[src/inc/root_hub_port_regs.vh]
`ifndef ROOT_HUB_PORT_REGS_VH
`define ROOT_HUB_PORT_REGS_VH

// ----------------------------------------------------------------------
// Register offsets (byte addresses, one word each)
// ----------------------------------------------------------------------
`define PORT_STATUS_OFS      8'h00
`define PORT_CTRL_OFS        8'h04
`define INT_STATUS_OFS       8'h08
`define INT_MASK_OFS         8'h0c

// ----------------------------------------------------------------------
// Port status word fields
// ----------------------------------------------------------------------
`define PS_ATTACHED_BIT      0
`define PS_ENABLED_BIT       1
`define PS_SUSPENDED_BIT     2
`define PS_OVERCURRENT_BIT   3
`define PS_RESET_ACTIVE_BIT  4
`define PS_POWER_BIT         8
`define PS_POWER_OFF_BIT     9
`define PS_ATTACH_CHG_BIT    16
`define PS_SUSPEND_CHG_BIT   18
`define PS_RESET_CHG_BIT     20

// ----------------------------------------------------------------------
// Port control word fields
// ----------------------------------------------------------------------
`define PC_SCHEME_BIT        0
`define PC_MASK_BIT          1
`define PC_GLOBAL_ON_BIT     2
`define PC_GLOBAL_OFF_BIT    3
`define PC_OC_PER_PORT_BIT   4

// ----------------------------------------------------------------------
// Interrupt status and mask fields
// ----------------------------------------------------------------------
`define IRQ_ATTACH_BIT       0
`define IRQ_RESET_DONE_BIT   1
`define IRQ_RESUME_DONE_BIT  2
`define IRQ_OVERCURRENT_BIT  3
`define IRQ_WIDTH            4

// ----------------------------------------------------------------------
// Reset values
// ----------------------------------------------------------------------
`define PORT_CTRL_RESET      5'h10
`define INT_MASK_RESET       4'h0
`define POWER_RESET          1'b0

// ----------------------------------------------------------------------
// Timing
// ----------------------------------------------------------------------
`define CLK_CYCLES_PER_MS    200000
`define RESET_TIME_MS        10
`define RESUME_TIME_MS       20
`define RESYNC_TIME_MS       3
`define RESET_CYCLES         (`RESET_TIME_MS * `CLK_CYCLES_PER_MS)
`define RESUME_CYCLES        ((`RESUME_TIME_MS + `RESYNC_TIME_MS) * `CLK_CYCLES_PER_MS)

`endif
[src/hw/pin_sync3.v]
`timescale 1ns/1ps
`default_nettype none

module pin_sync3 #(
  parameter RESET_VALUE = 1'b0
) (
  input  wire i_clk,
  input  wire i_clk_en,
  input  wire i_sys_rst,
  input  wire i_async,
  output reg  o_level
);

  reg s1_reg;
  reg s2_reg;
  reg s3_reg;

  // A change is taken only once stages two and three agree
  always @(posedge i_clk) begin
    if (i_sys_rst) begin
      s1_reg  <= RESET_VALUE;
      s2_reg  <= RESET_VALUE;
      s3_reg  <= RESET_VALUE;
      o_level <= RESET_VALUE;
    end else if (i_clk_en) begin
      s1_reg <= i_async;
      s2_reg <= s1_reg;
      s3_reg <= s2_reg;
      if (s2_reg == s3_reg) begin
        o_level <= s3_reg;
      end
    end
  end

endmodule

`default_nettype wire

[src/hw/root_hub_port_power_reset_status.v]
//
// Functional notes
// [RULE1] Power bit reports power applied to port
// [RULE2] Overcurrent clears the power bit
// [RULE3] Power set and cleared by port/global commands
// [RULE4] Scheme 0: only global commands affect power
// [RULE5] Scheme 1: mask picks port or global commands
// [RULE6] Power off clears connect, enable, suspend, reset
// [RULE7] Write 1 to bit 8 powers port on
// [RULE8] Without power switching, power reads 1
// [RULE9] Bit 4 shows reset signalling active
// [RULE10] Reset never starts while disconnected
// [RULE11] Reset write when disconnected sets attach change
// [RULE12] Overcurrent bit zero without per-port reporting
// [RULE13] Overcurrent bit follows the overcurrent input
// [RULE14] Write 1 to bit 3 resumes suspended port
// [RULE15] Reset end sets sticky change, write-1 clear
// [RULE16] Attach change on connect/disconnect, write-1 clear
// [RULE17] Bits 7 to 5 read zero, ignore writes
//
// Local design decisions: the address map and the AHB-Lite slave port.
`timescale 1ns/1ps
`default_nettype none
`include "root_hub_port_regs.vh"

module root_hub_port_power_reset_status #(
  parameter POWER_SWITCHED = 1,
  parameter CNT_W          = 23,
  parameter RESET_CYCLES   = `RESET_CYCLES,
  parameter RESUME_CYCLES  = `RESUME_CYCLES
) (
  input  wire        i_clk,
  input  wire        i_clk_en,
  input  wire        i_sys_rst,
  input  wire        i_hsel,
  input  wire [31:0] i_haddr,
  input  wire [1:0]  i_htrans,
  input  wire        i_hwrite,
  input  wire [2:0]  i_hsize,
  input  wire        i_hready,
  input  wire [31:0] i_hwdata,
  output reg  [31:0] o_hrdata,
  output reg         o_hreadyout,
  output reg         o_hresp,
  input  wire        i_device_present,
  input  wire        i_overcurrent,
  output reg         o_port_power,
  output reg         o_reset_drive,
  output reg         o_resume_drive,
  output reg         o_irq
);

  localparam integer     RESET_LOAD_I  = RESET_CYCLES - 1;
  localparam integer     RESUME_LOAD_I = RESUME_CYCLES - 1;
  localparam [CNT_W-1:0] RESET_LOAD    = RESET_LOAD_I[CNT_W-1:0];
  localparam [CNT_W-1:0] RESUME_LOAD   = RESUME_LOAD_I[CNT_W-1:0];
  localparam [CNT_W-1:0] CNT_ZERO    = {CNT_W{1'b0}};

  // ----------------------------------------------------------------------
  // Helpers
  // ----------------------------------------------------------------------
  function hit;
    input [7:0] addr;
    input [7:0] ofs;
    begin
      hit = (addr == ofs);
    end
  endfunction

  // Sticky flag: a set in the same cycle as a clear wins
  function sticky;
    input cur;
    input set;
    input clr;
    begin
      sticky = set | (cur & ~clr);
    end
  endfunction

  // ----------------------------------------------------------------------
  // Pin synchronisers
  // ----------------------------------------------------------------------
  wire present_level;
  wire oc_level;

  pin_sync3 #(
    .RESET_VALUE (1'b0)
  ) u_present_sync (
    .i_clk     (i_clk),
    .i_clk_en  (i_clk_en),
    .i_sys_rst (i_sys_rst),
    .i_async   (i_device_present),
    .o_level   (present_level)
  );

  pin_sync3 #(
    .RESET_VALUE (1'b0)
  ) u_oc_sync (
    .i_clk     (i_clk),
    .i_clk_en  (i_clk_en),
    .i_sys_rst (i_sys_rst),
    .i_async   (i_overcurrent),
    .o_level   (oc_level)
  );

  // ----------------------------------------------------------------------
  // State
  // ----------------------------------------------------------------------
  reg             wr_pend_reg;
  reg             rd_pend_reg;
  reg [7:0]       addr_reg;
  reg [4:0]       ctrl_reg;
  reg [`IRQ_WIDTH-1:0] int_stat_reg;
  reg [`IRQ_WIDTH-1:0] int_mask_reg;
  reg             power_reg;
  reg             attached_d_reg;
  reg             oc_d_reg;
  reg             enabled_reg;
  reg             suspended_reg;
  reg             resuming_reg;
  reg             reset_active_reg;
  reg             attach_chg_reg;
  reg             suspend_chg_reg;
  reg             reset_chg_reg;
  reg [CNT_W-1:0] rst_cnt_reg;
  reg [CNT_W-1:0] res_cnt_reg;

  // ----------------------------------------------------------------------
  // Bus decode
  // ----------------------------------------------------------------------
  wire accept = i_hsel & i_htrans[1] & i_hready;
  wire wr_port  = wr_pend_reg & hit(addr_reg, `PORT_STATUS_OFS);
  wire wr_ctrl  = wr_pend_reg & hit(addr_reg, `PORT_CTRL_OFS);
  wire wr_istat = wr_pend_reg & hit(addr_reg, `INT_STATUS_OFS);
  wire wr_imask = wr_pend_reg & hit(addr_reg, `INT_MASK_OFS);

  // ----------------------------------------------------------------------
  // Power control
  // ----------------------------------------------------------------------
  wire per_port_sel = ctrl_reg[`PC_SCHEME_BIT] & ctrl_reg[`PC_MASK_BIT]; // RULE4 RULE5
  wire port_on   = wr_port & i_hwdata[`PS_POWER_BIT] & per_port_sel;     // RULE7
  wire port_off  = wr_port & i_hwdata[`PS_POWER_OFF_BIT] & per_port_sel;
  wire global_on = wr_ctrl & i_hwdata[`PC_GLOBAL_ON_BIT] & ~per_port_sel; // RULE4
  wire global_off = wr_ctrl & i_hwdata[`PC_GLOBAL_OFF_BIT] & ~per_port_sel;

  reg power_next;
  always @* begin
    power_next = power_reg;
    if (POWER_SWITCHED == 0) begin
      power_next = 1'b1; // RULE8
    end else if (oc_level) begin
      power_next = 1'b0; // RULE2
    end else if (port_off | global_off) begin
      power_next = 1'b0; // RULE3
    end else if (port_on | global_on) begin
      power_next = 1'b1; // RULE3
    end
  end

  // Power loss hides the attached device, so connect status drops too
  wire power_drop = power_reg & ~power_next; // RULE6
  wire attached   = power_reg & present_level;
  wire attach_evt = attached ^ attached_d_reg;
  wire detach     = attached_d_reg & ~attached;
  wire oc_ind     = ctrl_reg[`PC_OC_PER_PORT_BIT] & oc_level; // RULE12 RULE13
  wire oc_rise    = oc_ind & ~oc_d_reg;

  // ----------------------------------------------------------------------
  // Reset and resume sequencing
  // ----------------------------------------------------------------------
  wire reset_req  = wr_port & i_hwdata[`PS_RESET_ACTIVE_BIT];
  wire reset_go   = reset_req & attached & ~reset_active_reg & ~power_drop; // RULE10
  wire reset_nc   = reset_req & ~attached; // RULE11
  wire reset_done = reset_active_reg & (rst_cnt_reg == CNT_ZERO) &
                    ~power_drop & ~detach; // RULE9
  wire resume_go  = wr_port & i_hwdata[`PS_OVERCURRENT_BIT] &
                    suspended_reg & ~resuming_reg; // RULE14
  wire resume_done = resuming_reg & (res_cnt_reg == CNT_ZERO);
  wire suspend_req = wr_port & i_hwdata[`PS_SUSPENDED_BIT];
  wire enable_req  = wr_port & i_hwdata[`PS_ENABLED_BIT];
  wire disable_req = wr_port & i_hwdata[`PS_ATTACHED_BIT];
  wire attach_set  = attach_evt | reset_nc |
                     ((suspend_req | enable_req) & ~attached); // RULE16

  // ----------------------------------------------------------------------
  // Read mux
  // ----------------------------------------------------------------------
  reg [31:0] rdata;
  always @* begin
    rdata = 32'h0000_0000; // RULE17
    if (hit(addr_reg, `PORT_STATUS_OFS)) begin
      rdata[`PS_ATTACHED_BIT]     = attached;
      rdata[`PS_ENABLED_BIT]      = enabled_reg;
      rdata[`PS_SUSPENDED_BIT]    = suspended_reg;
      rdata[`PS_OVERCURRENT_BIT]  = oc_ind; // RULE13
      rdata[`PS_RESET_ACTIVE_BIT] = reset_active_reg; // RULE9
      rdata[`PS_POWER_BIT]        = power_reg; // RULE1
      rdata[`PS_ATTACH_CHG_BIT]   = attach_chg_reg;
      rdata[`PS_SUSPEND_CHG_BIT]  = suspend_chg_reg;
      rdata[`PS_RESET_CHG_BIT]    = reset_chg_reg;
    end else if (hit(addr_reg, `PORT_CTRL_OFS)) begin
      rdata[`PC_SCHEME_BIT]      = ctrl_reg[`PC_SCHEME_BIT];
      rdata[`PC_MASK_BIT]        = ctrl_reg[`PC_MASK_BIT];
      rdata[`PC_OC_PER_PORT_BIT] = ctrl_reg[`PC_OC_PER_PORT_BIT];
    end else if (hit(addr_reg, `INT_STATUS_OFS)) begin
      rdata[`IRQ_WIDTH-1:0] = int_stat_reg;
    end else if (hit(addr_reg, `INT_MASK_OFS)) begin
      rdata[`IRQ_WIDTH-1:0] = int_mask_reg;
    end
  end

  // ----------------------------------------------------------------------
  // Interrupt events
  // ----------------------------------------------------------------------
  reg [`IRQ_WIDTH-1:0] irq_set;
  always @* begin
    irq_set = {`IRQ_WIDTH{1'b0}};
    irq_set[`IRQ_ATTACH_BIT]      = attach_set;
    irq_set[`IRQ_RESET_DONE_BIT]  = reset_done;
    irq_set[`IRQ_RESUME_DONE_BIT] = resume_done;
    irq_set[`IRQ_OVERCURRENT_BIT] = oc_rise;
  end

  wire [`IRQ_WIDTH-1:0] irq_clr = wr_istat ? i_hwdata[`IRQ_WIDTH-1:0] :
                                  {`IRQ_WIDTH{1'b0}};
  wire [`IRQ_WIDTH-1:0] int_stat_next = irq_set | (int_stat_reg & ~irq_clr);

  // ----------------------------------------------------------------------
  // Bus slave
  // ----------------------------------------------------------------------
  // Reads take one wait state so that a write in the preceding data
  // phase is already visible in the returned word.
  always @(posedge i_clk) begin
    if (i_sys_rst) begin
      wr_pend_reg <= 1'b0;
      rd_pend_reg <= 1'b0;
      addr_reg    <= 8'h00;
      o_hrdata    <= 32'h0000_0000;
      o_hreadyout <= 1'b1;
      o_hresp     <= 1'b0;
    end else if (i_clk_en) begin
      o_hresp <= 1'b0;
      if (rd_pend_reg) begin
        o_hrdata    <= rdata;
        o_hreadyout <= 1'b1;
        rd_pend_reg <= 1'b0;
      end else begin
        wr_pend_reg <= accept & i_hwrite;
        rd_pend_reg <= accept & ~i_hwrite;
        o_hreadyout <= ~(accept & ~i_hwrite);
        if (accept) begin
          addr_reg <= i_haddr[7:0];
        end
      end
    end
  end

  // ----------------------------------------------------------------------
  // Port state
  // ----------------------------------------------------------------------
  always @(posedge i_clk) begin
    if (i_sys_rst) begin
      ctrl_reg         <= `PORT_CTRL_RESET;
      int_stat_reg     <= {`IRQ_WIDTH{1'b0}};
      int_mask_reg     <= `INT_MASK_RESET;
      power_reg        <= (POWER_SWITCHED == 0) ? 1'b1 : `POWER_RESET;
      attached_d_reg   <= 1'b0;
      oc_d_reg         <= 1'b0;
      enabled_reg      <= 1'b0;
      suspended_reg    <= 1'b0;
      resuming_reg     <= 1'b0;
      reset_active_reg <= 1'b0;
      attach_chg_reg   <= 1'b0;
      suspend_chg_reg  <= 1'b0;
      reset_chg_reg    <= 1'b0;
      rst_cnt_reg      <= CNT_ZERO;
      res_cnt_reg      <= CNT_ZERO;
      o_port_power     <= (POWER_SWITCHED == 0) ? 1'b1 : `POWER_RESET; // RULE8
      o_reset_drive    <= 1'b0;
      o_resume_drive   <= 1'b0;
      o_irq            <= 1'b0;
    end else if (i_clk_en) begin
      if (wr_ctrl) begin
        ctrl_reg[`PC_SCHEME_BIT]      <= i_hwdata[`PC_SCHEME_BIT];
        ctrl_reg[`PC_MASK_BIT]        <= i_hwdata[`PC_MASK_BIT];
        ctrl_reg[`PC_OC_PER_PORT_BIT] <= i_hwdata[`PC_OC_PER_PORT_BIT];
      end
      if (wr_imask) begin
        int_mask_reg <= i_hwdata[`IRQ_WIDTH-1:0];
      end
      int_stat_reg   <= int_stat_next;
      o_irq          <= |(int_stat_next & int_mask_reg);
      power_reg      <= power_next;
      o_port_power   <= power_next;
      attached_d_reg <= attached;
      oc_d_reg       <= oc_ind;

      // Change flags, write one to clear
      attach_chg_reg <= sticky(attach_chg_reg, attach_set,
                               wr_port & i_hwdata[`PS_ATTACH_CHG_BIT]); // RULE16
      reset_chg_reg <= sticky(reset_chg_reg, reset_done,
                              wr_port & i_hwdata[`PS_RESET_CHG_BIT]); // RULE15
      if (reset_done) begin
        suspend_chg_reg <= 1'b0;
      end else begin
        suspend_chg_reg <= sticky(suspend_chg_reg, resume_done,
                                  wr_port & i_hwdata[`PS_SUSPEND_CHG_BIT]);
      end

      // Reset signalling
      if (power_drop | detach) begin
        reset_active_reg <= 1'b0; // RULE6
        o_reset_drive    <= 1'b0;
      end else if (reset_go) begin
        reset_active_reg <= 1'b1; // RULE9
        o_reset_drive    <= 1'b1;
        rst_cnt_reg      <= RESET_LOAD;
      end else if (reset_done) begin
        reset_active_reg <= 1'b0; // RULE9 RULE15
        o_reset_drive    <= 1'b0;
      end else if (reset_active_reg) begin
        rst_cnt_reg <= rst_cnt_reg - 1'b1;
      end

      // Resume signalling
      if (power_drop | detach | reset_go) begin
        resuming_reg   <= 1'b0;
        o_resume_drive <= 1'b0;
      end else if (resume_go) begin
        resuming_reg   <= 1'b1; // RULE14
        o_resume_drive <= 1'b1;
        res_cnt_reg    <= RESUME_LOAD;
      end else if (resume_done) begin
        resuming_reg   <= 1'b0;
        o_resume_drive <= 1'b0;
      end else if (resuming_reg) begin
        res_cnt_reg <= res_cnt_reg - 1'b1;
      end

      // Suspend status
      if (power_drop | detach | reset_done | resume_done) begin
        suspended_reg <= 1'b0; // RULE6
      end else if (suspend_req & attached & enabled_reg) begin
        suspended_reg <= 1'b1;
      end

      // Enable status
      if (power_drop | detach | oc_level | disable_req) begin
        enabled_reg <= 1'b0; // RULE6
      end else if (reset_done | (enable_req & attached)) begin
        enabled_reg <= 1'b1;
      end
    end
  end

endmodule

`default_nettype wire

[config.mk]
export PLATFORM = sky130hd
export DESIGN_NAME = root_hub_port_power_reset_status
export DESIGN_NICKNAME = d
export VERILOG_FILES = /design/src/hw/pin_sync3.v /design/src/hw/root_hub_port_power_reset_status.v
export VERILOG_INCLUDE_DIRS = /design/src /design/src/inc
export SDC_FILE = /design/constraint.sdc
export NUM_CORES = 1
export LEC_CHECK = 0
export BUFFER_PORTS_ARGS = -buffer_cell sky130_fd_sc_hd__buf_2
export CAP_MARGIN = 20
export CORE_ASPECT_RATIO = 2
export CORE_MARGIN = 2
export CORE_UTILIZATION = 30
export CTS_BUF_LIST = sky130_fd_sc_hd__clkbuf_16
export CTS_CLUSTER_DIAMETER = 120
export DETAILED_ROUTE_END_ITERATION = 16
export SLEW_MARGIN = 5
export SYNTH_ARGS = -nofsm -noshare
export SYNTH_HDL_FRONTEND = slang
export SYNTH_SLANG_ARGS = --single-unit
[constraint.sdc]
create_clock -name i_clk -period 3.5 [get_ports i_clk]
set_clock_uncertainty 0.05 [all_clocks]
set_input_delay 0.875 -clock i_clk [delete_from_list [all_inputs] [get_ports i_clk]]
set_output_delay 0.875 -clock i_clk [all_outputs]
set_load 0.02 [all_outputs]
## Word level (Yosys, flattened, before mapping)

Cells that the tools add are included.

| word-level totals | value |
|---|---|
| flip-flop bits (word level) | 96 |
| latch bits | 0 |
| RAM bits | 0 |
| ROM bits | 0 |
| output and inout bits | 38 |
| word-level logic and storage cells | 177 |
| memories kept | 0 |

| cells by class | value |
|---|---|
| $add $sub $neg | 2 |
| $mul | 0 |
| div/mod/pow operators | 0 |
| magnitude comparators | 0 |
| eq/ne operators | 7 |
| shift-type cells | 0 |
| multiplexer cells | 33 |
| bitwise logic cells | 83 |
| reductions and logical operators | 23 |

Operator list:

| kind | number |
|---|---|
| 2-to-1 mux 23 bit | 6 |
| bitwise AND 1 bit | 47 |
| zero test 23 bit | 2 |
| subtractor 23 x 1 -> 23 bit, second input constant | 2 |
| 2-to-1 mux 1 bit | 21 |
| AND reduction 2 bit | 10 |
| == test 8 x 4 -> 1 bit, second input constant | 2 |
| NOT 1 bit | 16 |
| bitwise OR 1 bit | 15 |
| 2-to-1 mux 4 bit | 3 |
| bitwise AND 4 bit | 2 |
| == test 8 x 3 -> 1 bit, second input constant | 1 |
| zero test 8 bit | 1 |
| AND reduction 4 bit | 2 |
| nonzero test 2 bit | 4 |
| nonzero test 3 bit | 2 |
| 2-to-1 mux 5 bit | 1 |
| 2-to-1 mux 2 bit | 2 |
| inequality test 2 bit, second input constant | 2 |
| NOT 4 bit | 1 |
| bitwise OR 4 bit | 1 |
| OR reduction 4 bit | 1 |
| AND reduction 3 bit | 1 |
| == test 1 bit | 2 |
| bitwise XOR 1 bit | 1 |

## Depth between registers and ports, before layout

Gate-level depths: netlist of run 1.

| logic depth | value |
|---|---|
| depth in word-level cells | 17 |
| depth in mapped cells | 10 |

## Hierarchy

From an unflattened synthesis of run 1, not the netlist that was laid out.

| second synthesis, totals | value |
|---|---|
| cell total of the unflattened synthesis | 602 |
| area total of the unflattened synthesis | 4936.0 sq um |

By module, submodules not included:

| module | times used | cells an instance | area each (sq um) | sequential area each (sq um) |
|---|---|---|---|---|
| root_hub_port_power_reset_status | 1 | 570 | 4593.2 | 1761.7 |
| pin_sync3 | 2 | 16 | 171.4 | 80.1 |

## Least setup slack after synthesis of run 1

No wires, ideal clock.

| path | value |
|---|---|
| kind | input to register |
| start point | input i_hwdata[9] |
| end point | register res_cnt_reg[21] |
| arrival | 2.465 ns |
| required time | 3.379 ns |
| path slack | 0.915 ns |
| stages on the path | 7 |
| cells stage by stage | and4b_1 > a31o_2 > a311oi_2 > nand3_2 > buf_6 > or4b_1 > a21oi_1 |

| between the ends | value |
|---|---|
| word-level cells in the longest chain between the ends | 12 |
| elaborated cells between the ends (all ways) | 13 |

RTL lines:

| item | RTL line | RTL |
|---|---|---|
| start: declaration | root_hub_port_power_reset_status.v:41 | `input wire [31:0] i_hwdata,` |
| bitwise AND 1 bit (*) (2 in series) | root_hub_port_power_reset_status.v:142 | `` wire port_off = wr_port & i_hwdata[`PS_POWER_OFF_BIT] & per_port_sel; `` |
| bitwise OR 1 bit (*) | root_hub_port_power_reset_status.v:153 | `end else if (port_off \| global_off) begin` |
| 2-to-1 mux 1 bit (*) | root_hub_port_power_reset_status.v:153 |  |
| 2-to-1 mux 1 bit (*) | root_hub_port_power_reset_status.v:151 | `end else if (oc_level) begin` |
| NOT 1 bit (*) | root_hub_port_power_reset_status.v:161 | `wire power_drop = power_reg & ~power_next;` |
| bitwise AND 1 bit (*) | root_hub_port_power_reset_status.v:161 |  |
| NOT 1 bit | root_hub_port_power_reset_status.v:172 | `wire reset_go = reset_req & attached & ~reset_active_reg & ~power_drop;` |
| bitwise AND 1 bit | root_hub_port_power_reset_status.v:172 |  |
| bitwise OR 1 bit (*) | root_hub_port_power_reset_status.v:326 | `if (power_drop \| detach \| reset_go) begin` |
| NOT 1 bit (no line) (*) | n/a |  |
| AND reduction 4 bit (no line) (*) | n/a |  |
| end signal: assignment | root_hub_port_power_reset_status.v:337 | `res_cnt_reg <= res_cnt_reg - 1'b1;` |
| end: declaration | root_hub_port_power_reset_status.v:126 | `reg [CNT_W-1:0] res_cnt_reg;` |

Every way passes the cells marked *; elsewhere a longest branch is shown, timed or not.
A chain may end at the register's enable or synchronous reset.

## Worst setup path after layout of run 1

| path | value |
|---|---|
| start point | register u_present_sync.o_level |
| end point | register res_cnt_reg[8] |

| between the ends | value |
|---|---|
| word-level cells in the longest chain between the ends | 7 |
| elaborated cells between the ends (all ways) | 10 |

RTL lines:

| item | RTL line | RTL |
|---|---|---|
| start: declaration | pin_sync3.v:11 | `output reg o_level` |
| start signal: assignment | pin_sync3.v:30 | `o_level <= s3_reg;` |
| bitwise AND 1 bit (*) | root_hub_port_power_reset_status.v:162 | `wire attached = power_reg & present_level;` |
| bitwise AND 1 bit or NOT 1 bit (tied branches) | root_hub_port_power_reset_status.v:172, root_hub_port_power_reset_status.v:164 |  |
| bitwise AND 1 bit, on equally long branches | root_hub_port_power_reset_status.v:172, root_hub_port_power_reset_status.v:164 |  |
| bitwise AND 1 bit or bitwise OR 1 bit (tied branches) | root_hub_port_power_reset_status.v:172, root_hub_port_power_reset_status.v:326 |  |
| bitwise OR 1 bit (*) | root_hub_port_power_reset_status.v:326 |  |
| NOT 1 bit (no line) (*) | n/a |  |
| AND reduction 4 bit (no line) (*) | n/a |  |

Marks and branches as above.

==> results.yml, run 1 <==
run_status:
  status: "finished, final reports clean"
synthesis:
  synth_cell_types: 71
  synth_edf_count: 0
  synthFlopType: "dfxtp_1"
  yosys.area.top_type_share_pct: 38.1
  ys_warn_count: 0
  synthTopCellsByArea: "dfxtp_1 38%, a21oi_1 6.3%, nor2_1 4.4%, nand2_1 4.2%, buf_4 3.6%"
  ys_ff_latch: 96
  syn-cell-area_sq_um: 5040
  synth_common_cells: "96 x dfxtp_1, 63 x a21oi_1, 59 x nor2_1"
  post-synth-top-count-cell: "dfxtp_1"
  syn-instance-count: 616
  syn_area_per_cell_sq_um: 8.19
  synthArstFlopShare_pct: 0
  yosysTopAreaCell: "dfxtp_1"
  synth-seq-area-share_pct: 38.1
setup_path:
  cp.required_ns: 3.73
  crit_fanout: 7
  end_kind: "register"
  critPathLaunchType: "register"
  path_class: "reg -> reg"
  cp_data_arrival_time_ns: 3.07
placement:
  hpwlAfterDp_mm: 9.29
  place_congestion: 0.816
  postPlaceCellArea_sq_um: 5390
  port_buffers: 40
clock_tree:
  cts.sinks: 96
  clockBufferDepth: 2
  cts-root-buf: "clkbuf_16"
  cts_tree: "built"
  cts_resized: 0
  clk_latency_ns: 0.35
  htree_levels: 3
  clkTransAtPathRegs_ns: 0.07
  post_cts_buffers: 0
  hold_buffers: 0
  cts_buffers: 9
routing:
  firstDrtPassIters: 4
  drt_iter0_drc: 209
  wire_per_inst_um: 15.2
  remaining_drc_errors: 0
  via_per_inst: 5.36
  ant_nets: 0
  dr_total_vias: 4600
  totalWireLength_mm: 13.1
grt:
  globalRouteTotalUtil_pct: 14.9
  grt_pass1_vias: 4336
  antenna_found_initial: 0
  grt_pass1_wl_mm: 21.7
  grt_max_degree: 59
  overflow: 0
final_layout:
  area_growth_pct: 12.6
  multi_input_area_sq_um: 2800
  fin_area_sq_um: 5680
  antenna_cells: 0
  fillers: 1782
  final_nets: 728
  drive_gt1_share_pct: 14.3
  seqCellArea_sq_um: 1920
pwr:
  pwr-share-seq_pct: 49.8
  combPwrFrac_pct: 5.4
  clkPwrFrac_pct: 44.8
  p_sw_share_pct: 24.0
  cellLeakagePower_nw: 2.13
  p_per_area_nw_per_um2: 390
  intPower_mw: 1.68
  p_sw_mw: 0.533
  peakVddDrop_mv: 0.237
timing:
  fin_crit_ns: 2.84
  slew_headroom_pct: 48.5
  finalSetupViolCount: 0
  finalHoldViolations: 0
  final_max_slew_viol_count: 0
  worstMarginPinSlew_ns: 0.762
  fin_setup_tns_ns: 0
  max_freq_ghz: 0.352
  rsz0062_at_grt: "false"
  period_share_pct: 81.1
hold_path:
  hold_class: "reg -> reg"
die:
  die-area_sq_um: 17900
  rows: 67
  ios: 115
  dieWidth_um: 95.7
  die-height_um: 187
  start_util_pct: 30.4
  coreArea_sq_um: 16600
job:
  drv_cap: 0
==> per-stage QoR <==
| stage | hold slack, ns | worst slack, ns | utilization, % | std cells | total power [mW] |
|---|---|---|---|---|---|
| 2_1_floorplan | 0.386 | 0.915 | - | 639 | 1.22 |
| 3_3_place_gp | 0.398 | 0.556 | 32.4 | 843 | 1.25 |
| 3_5_place_dp | 0.399 | 0.533 | 32.4 | 843 | 1.25 |
| 4_1_cts | 0.410 | 0.641 | 34.2 | 859 | 2.24 |
| 5_1_grt | 0.441 | 0.419 | 34.2 | 859 | 2.29 |
| 6_report | 0.410 | 0.661 | 34.2 | 859 | 2.22 |
==> path summary, 6_finish.rpt <==
path                                from        endpoint  slack, ns  cells past startpoint
setup reg to reg  u_present_sync.o_level  res_cnt_reg[8]       0.66                     10
setup / recovery  u_present_sync.o_level  res_cnt_reg[8]       0.66                     10
hold / removal             reset_chg_reg   reset_chg_reg       0.41                      2
hold reg to reg            reset_chg_reg   reset_chg_reg       0.41                      2
==> placed cells by master (no fill, tap or decap), types with 11 or more instances in the layout <==
cell     Yosys  routed
nand4_1     11      11
buf_4       24      14
buf_2        6      40
nor4_1      16      16
nand2_1     56      56
nor3_1      13      13
conb_1       1      24
inv_1       18      18
dfxtp_1     96      96
o21ai_0     23      23
nand3_1     26      26
a21oi_1     63      63
nor2_1      59      59
==> cell type report <==
type                       instances  area share, %
multi-input combinational        465           49.4
tap                              207           4.56
sequential                        96           33.8
clock inverter                     7           1.26
inverter                          20           1.32
clock buffer                       9           3.96
timing repair buffer              55           5.73
==> worst max-delay path, stage by stage, from the launching register on <==
cell and delay (ns):
dfxtp_1 0.40, and2_0 0.34, inv_1 0.08, ha_1 0.20, a21oi_1 0.16, nand2_1 0.10
a311oi_2 0.44, buf_4 0.23, nand3_1 0.18, or4_1 0.44, a21oi_1 0.14
==> logic make-up after synthesis <==
group,synth area share (%)
adder cells (fa/ha/maj),0.992
buffers and inverters,8.04
flip-flops,38.1
multiplexers,2.68
AND/OR/NAND/NOR,27.5
AO/OA/AOI/OAI,20.9
other,0.0743
XOR/XNOR,1.74
==> power groups by stage <==
stage	clock network (mW)	logic, mW	registers, mW
6_report	0.993	0.120	1.10
5_1_grt	1.05	0.131	1.10
4_1_cts	1.01	0.119	1.10
3_5_place_dp	0	0.119	1.13
3_3_place_gp	0	0.119	1.13
2_1_floorplan	0	0.0984	1.13
==> routing by layer <==
layer	vias to the layer above	routed length [um]	GRT usage, %
met5	-	0	0
met4	0	274	5.33
met3	20	536	2.01
met2	112	6290	23.2
met1	2191	5970	20.9
li1	2277	-	-
Note: power is estimated with default switching activity, not from simulation.
==> run 2, diff against run 1 <==
Clock period 3.5 ns to 2.3 ns, I/O delays scaled along.
==> run 2 against run 1 <==
Net effect:
- via count rose by 7.9%
- clock power rose by 52%
- combinational power rose by 87%
- sequential share of layout area fell by 4.4 points
- die area did not move
- global-route usage rose by 1.1 points
- sequential power rose by 52%
- total power rose by 54%
- clock-buffer cell count did not move
- utilization rose by 5.3 points
- flip-flop and latch count did not move
- highest routed layer unchanged
==> results.yml, run 2 (synthesis results as in run 1) <==
run_status:
  status: "finished, final reports clean"
clock_tree:
  cts-root-buf: "clkbuf_16"
  clk_latency_ns: 0.35
  htree_levels: 3
  cts.sinks: 96
  cts_tree: "built"
  clkTransAtPathRegs_ns: 0.08
  cts_buffers: 9
  clockBufferDepth: 2
hold_path:
  hold_class: "in -> reg"
  min_to: "u_present_sync.s1_reg"
  min-delay-start: "i_device_present"
  hold_depth: 3
setup_path:
  crit_buf_inv: 2
  r2r_start: "rst_cnt_reg[6]"
  crit_slowest_cell: "or4_4"
  critPathLaunchType: "register"
  r2r_cells: 8
  path_cells: "or4_4 > or3_4 > nor3_4 > buf_6 > or2_4 > buf_8 > nor2_1 > a311oi_1"
  path_class: "reg -> reg"
  crit_fanout: 11
  cp.required_ns: 2.51
  path_delay_family: "simple AND/OR/NAND/NOR gates"
  timing.rr.end: "rst_cnt_reg[10]"
  end_kind: "register"
  cp_data_arrival_time_ns: 2.51
  critical-path-max-stage-delay_ns: 0.53
  rrSetupSlack_ns: 0.002
final_layout:
  antenna_cells: 0
  final_nets: 810
  final_cell_mix: "92 x dfxtp_1, 86 x buf_4, 59 x a21oi_1, 56 x nand2_1, 54 x nor2_1"
  fillers: 1686
  drive_gt1_share_pct: 29.2
  area_growth_pct: 30.1
  final_common_cell: "dfxtp_1"
routing:
  wl_met1_mm: 6.32
  drt_iter0_drc: 226
  routed-wl-met2_mm: 6.95
  ant_nets: 0
  routed-wl-met3_um: 680
  dr_total_vias: 4965
  wire_per_inst_um: 15.2
  firstDrtPassIters: 4
  routed.top_layer: "met4"
  via_per_inst: 5.28
  totalWireLength_mm: 14.3
  remaining_drc_errors: 0
pwr:
  peakVddDrop_mv: 0.413
  p_total_mw: 3.41
  cellLeakagePower_nw: 2.61
  p_per_area_nw_per_um2: 519
grt:
  globalRouteTotalUtil_pct: 16.1
  grt_pass1_vias: 4805
  overflow: 0
  grt_max_degree: 67
  antenna_found_initial: 0
  grt_pass1_wl_mm: 23.3
die:
  die-area_sq_um: 17900
  dieWidth_um: 95.7
  ios: 115
  start_util_pct: 30.4
  coreArea_sq_um: 16600
  die-height_um: 187
  rows: 67
timing:
  rsz0062_at_grt: "true"
  worstMarginPinSlew_ns: 0.515
  final_max_slew_viol_count: 0
  fin_crit_ns: 2.30
  slew_headroom_pct: 65.6
  max_freq_ghz: 0.435
  hold_ws_ns: 0.412
  fin_setup_tns_ns: 0
  period_share_pct: 99.9
  finalHoldViolations: 0
  finalSetupViolCount: 0
placement:
  hpwlAfterDp_mm: 10.4
  place_congestion: 0.864
  port_buffers: 40
job:
  drv_cap: 0
-- run 2: layer usage --
metal	GRT usage (%)	vias to the layer above
met4	5.55	0
met2	25.6	151
li1	-	2440
met3	2.74	29
met1	21.7	2345
met5	0	-
-- run 2: worst max path at each step --
stage | from | end | cells past startpoint
after global placement | i_hwdata[9] | res_cnt_reg[8] | 8
after global routing | rst_cnt_reg[6] | rst_cnt_reg[10] | 8
after detailed placement | i_hwdata[9] | res_cnt_reg[8] | 8
after CTS | power_reg | res_cnt_reg[21] | 9
after floorplan | res_cnt_reg[0] | res_cnt_reg[21] | 10
final | rst_cnt_reg[6] | rst_cnt_reg[10] | 8
-- run 2: power by group --
group,switching [mW],internal [mW]
clock,0.738,0.767
sequential,0.00704,1.67
combinational,0.146,0.0792
total,0.892,2.51
-- run 2: area by class of cell --
type	instances	area, sq um	share of cell area, %
Clock buffer	9	225	3.43
Clock inverter	7	70.1	1.07
Inverter	20	75.1	1.14
Multi-Input combinational cell	465	3010	45.9
Sequential cell	96	1930	29.4
Tap cell	207	259	3.95
Timing Repair Buffer	137	991	15.1
-- run 2: through the flow --
stage	area, sq um	setup WS [ns]	utilization (%)	std cells
after floorplan	5140	-0.0287	-	639
after global placement	5960	-0.184	35.9	917
after detailed placement	5960	-0.233	35.9	917
after CTS	6330	0.0000853	38.2	936
after global routing	6560	-0.0789	39.5	941
final	6560	0.00212	39.5	941
-- run 2: what timing repair did --
item | 4_1_cts | 5_1_grt
hold buffers | 0 | 0
pin swaps | 11 | 14
gates resized for setup | 12 | 40
setup endpoints to repair | 22 | 48
buffers inserted | 3 | 6
-- run 2: worst register-to-register path, stage by stage, from the launching register on --
cell and delay, ns:
dfxtp_2 0.32, or4_4 0.53, or3_4 0.38, nor3_4 0.26, buf_6 0.13, or2_4 0.11
buf_8 0.13, nor2_1 0.09, a311oi_1 0.21
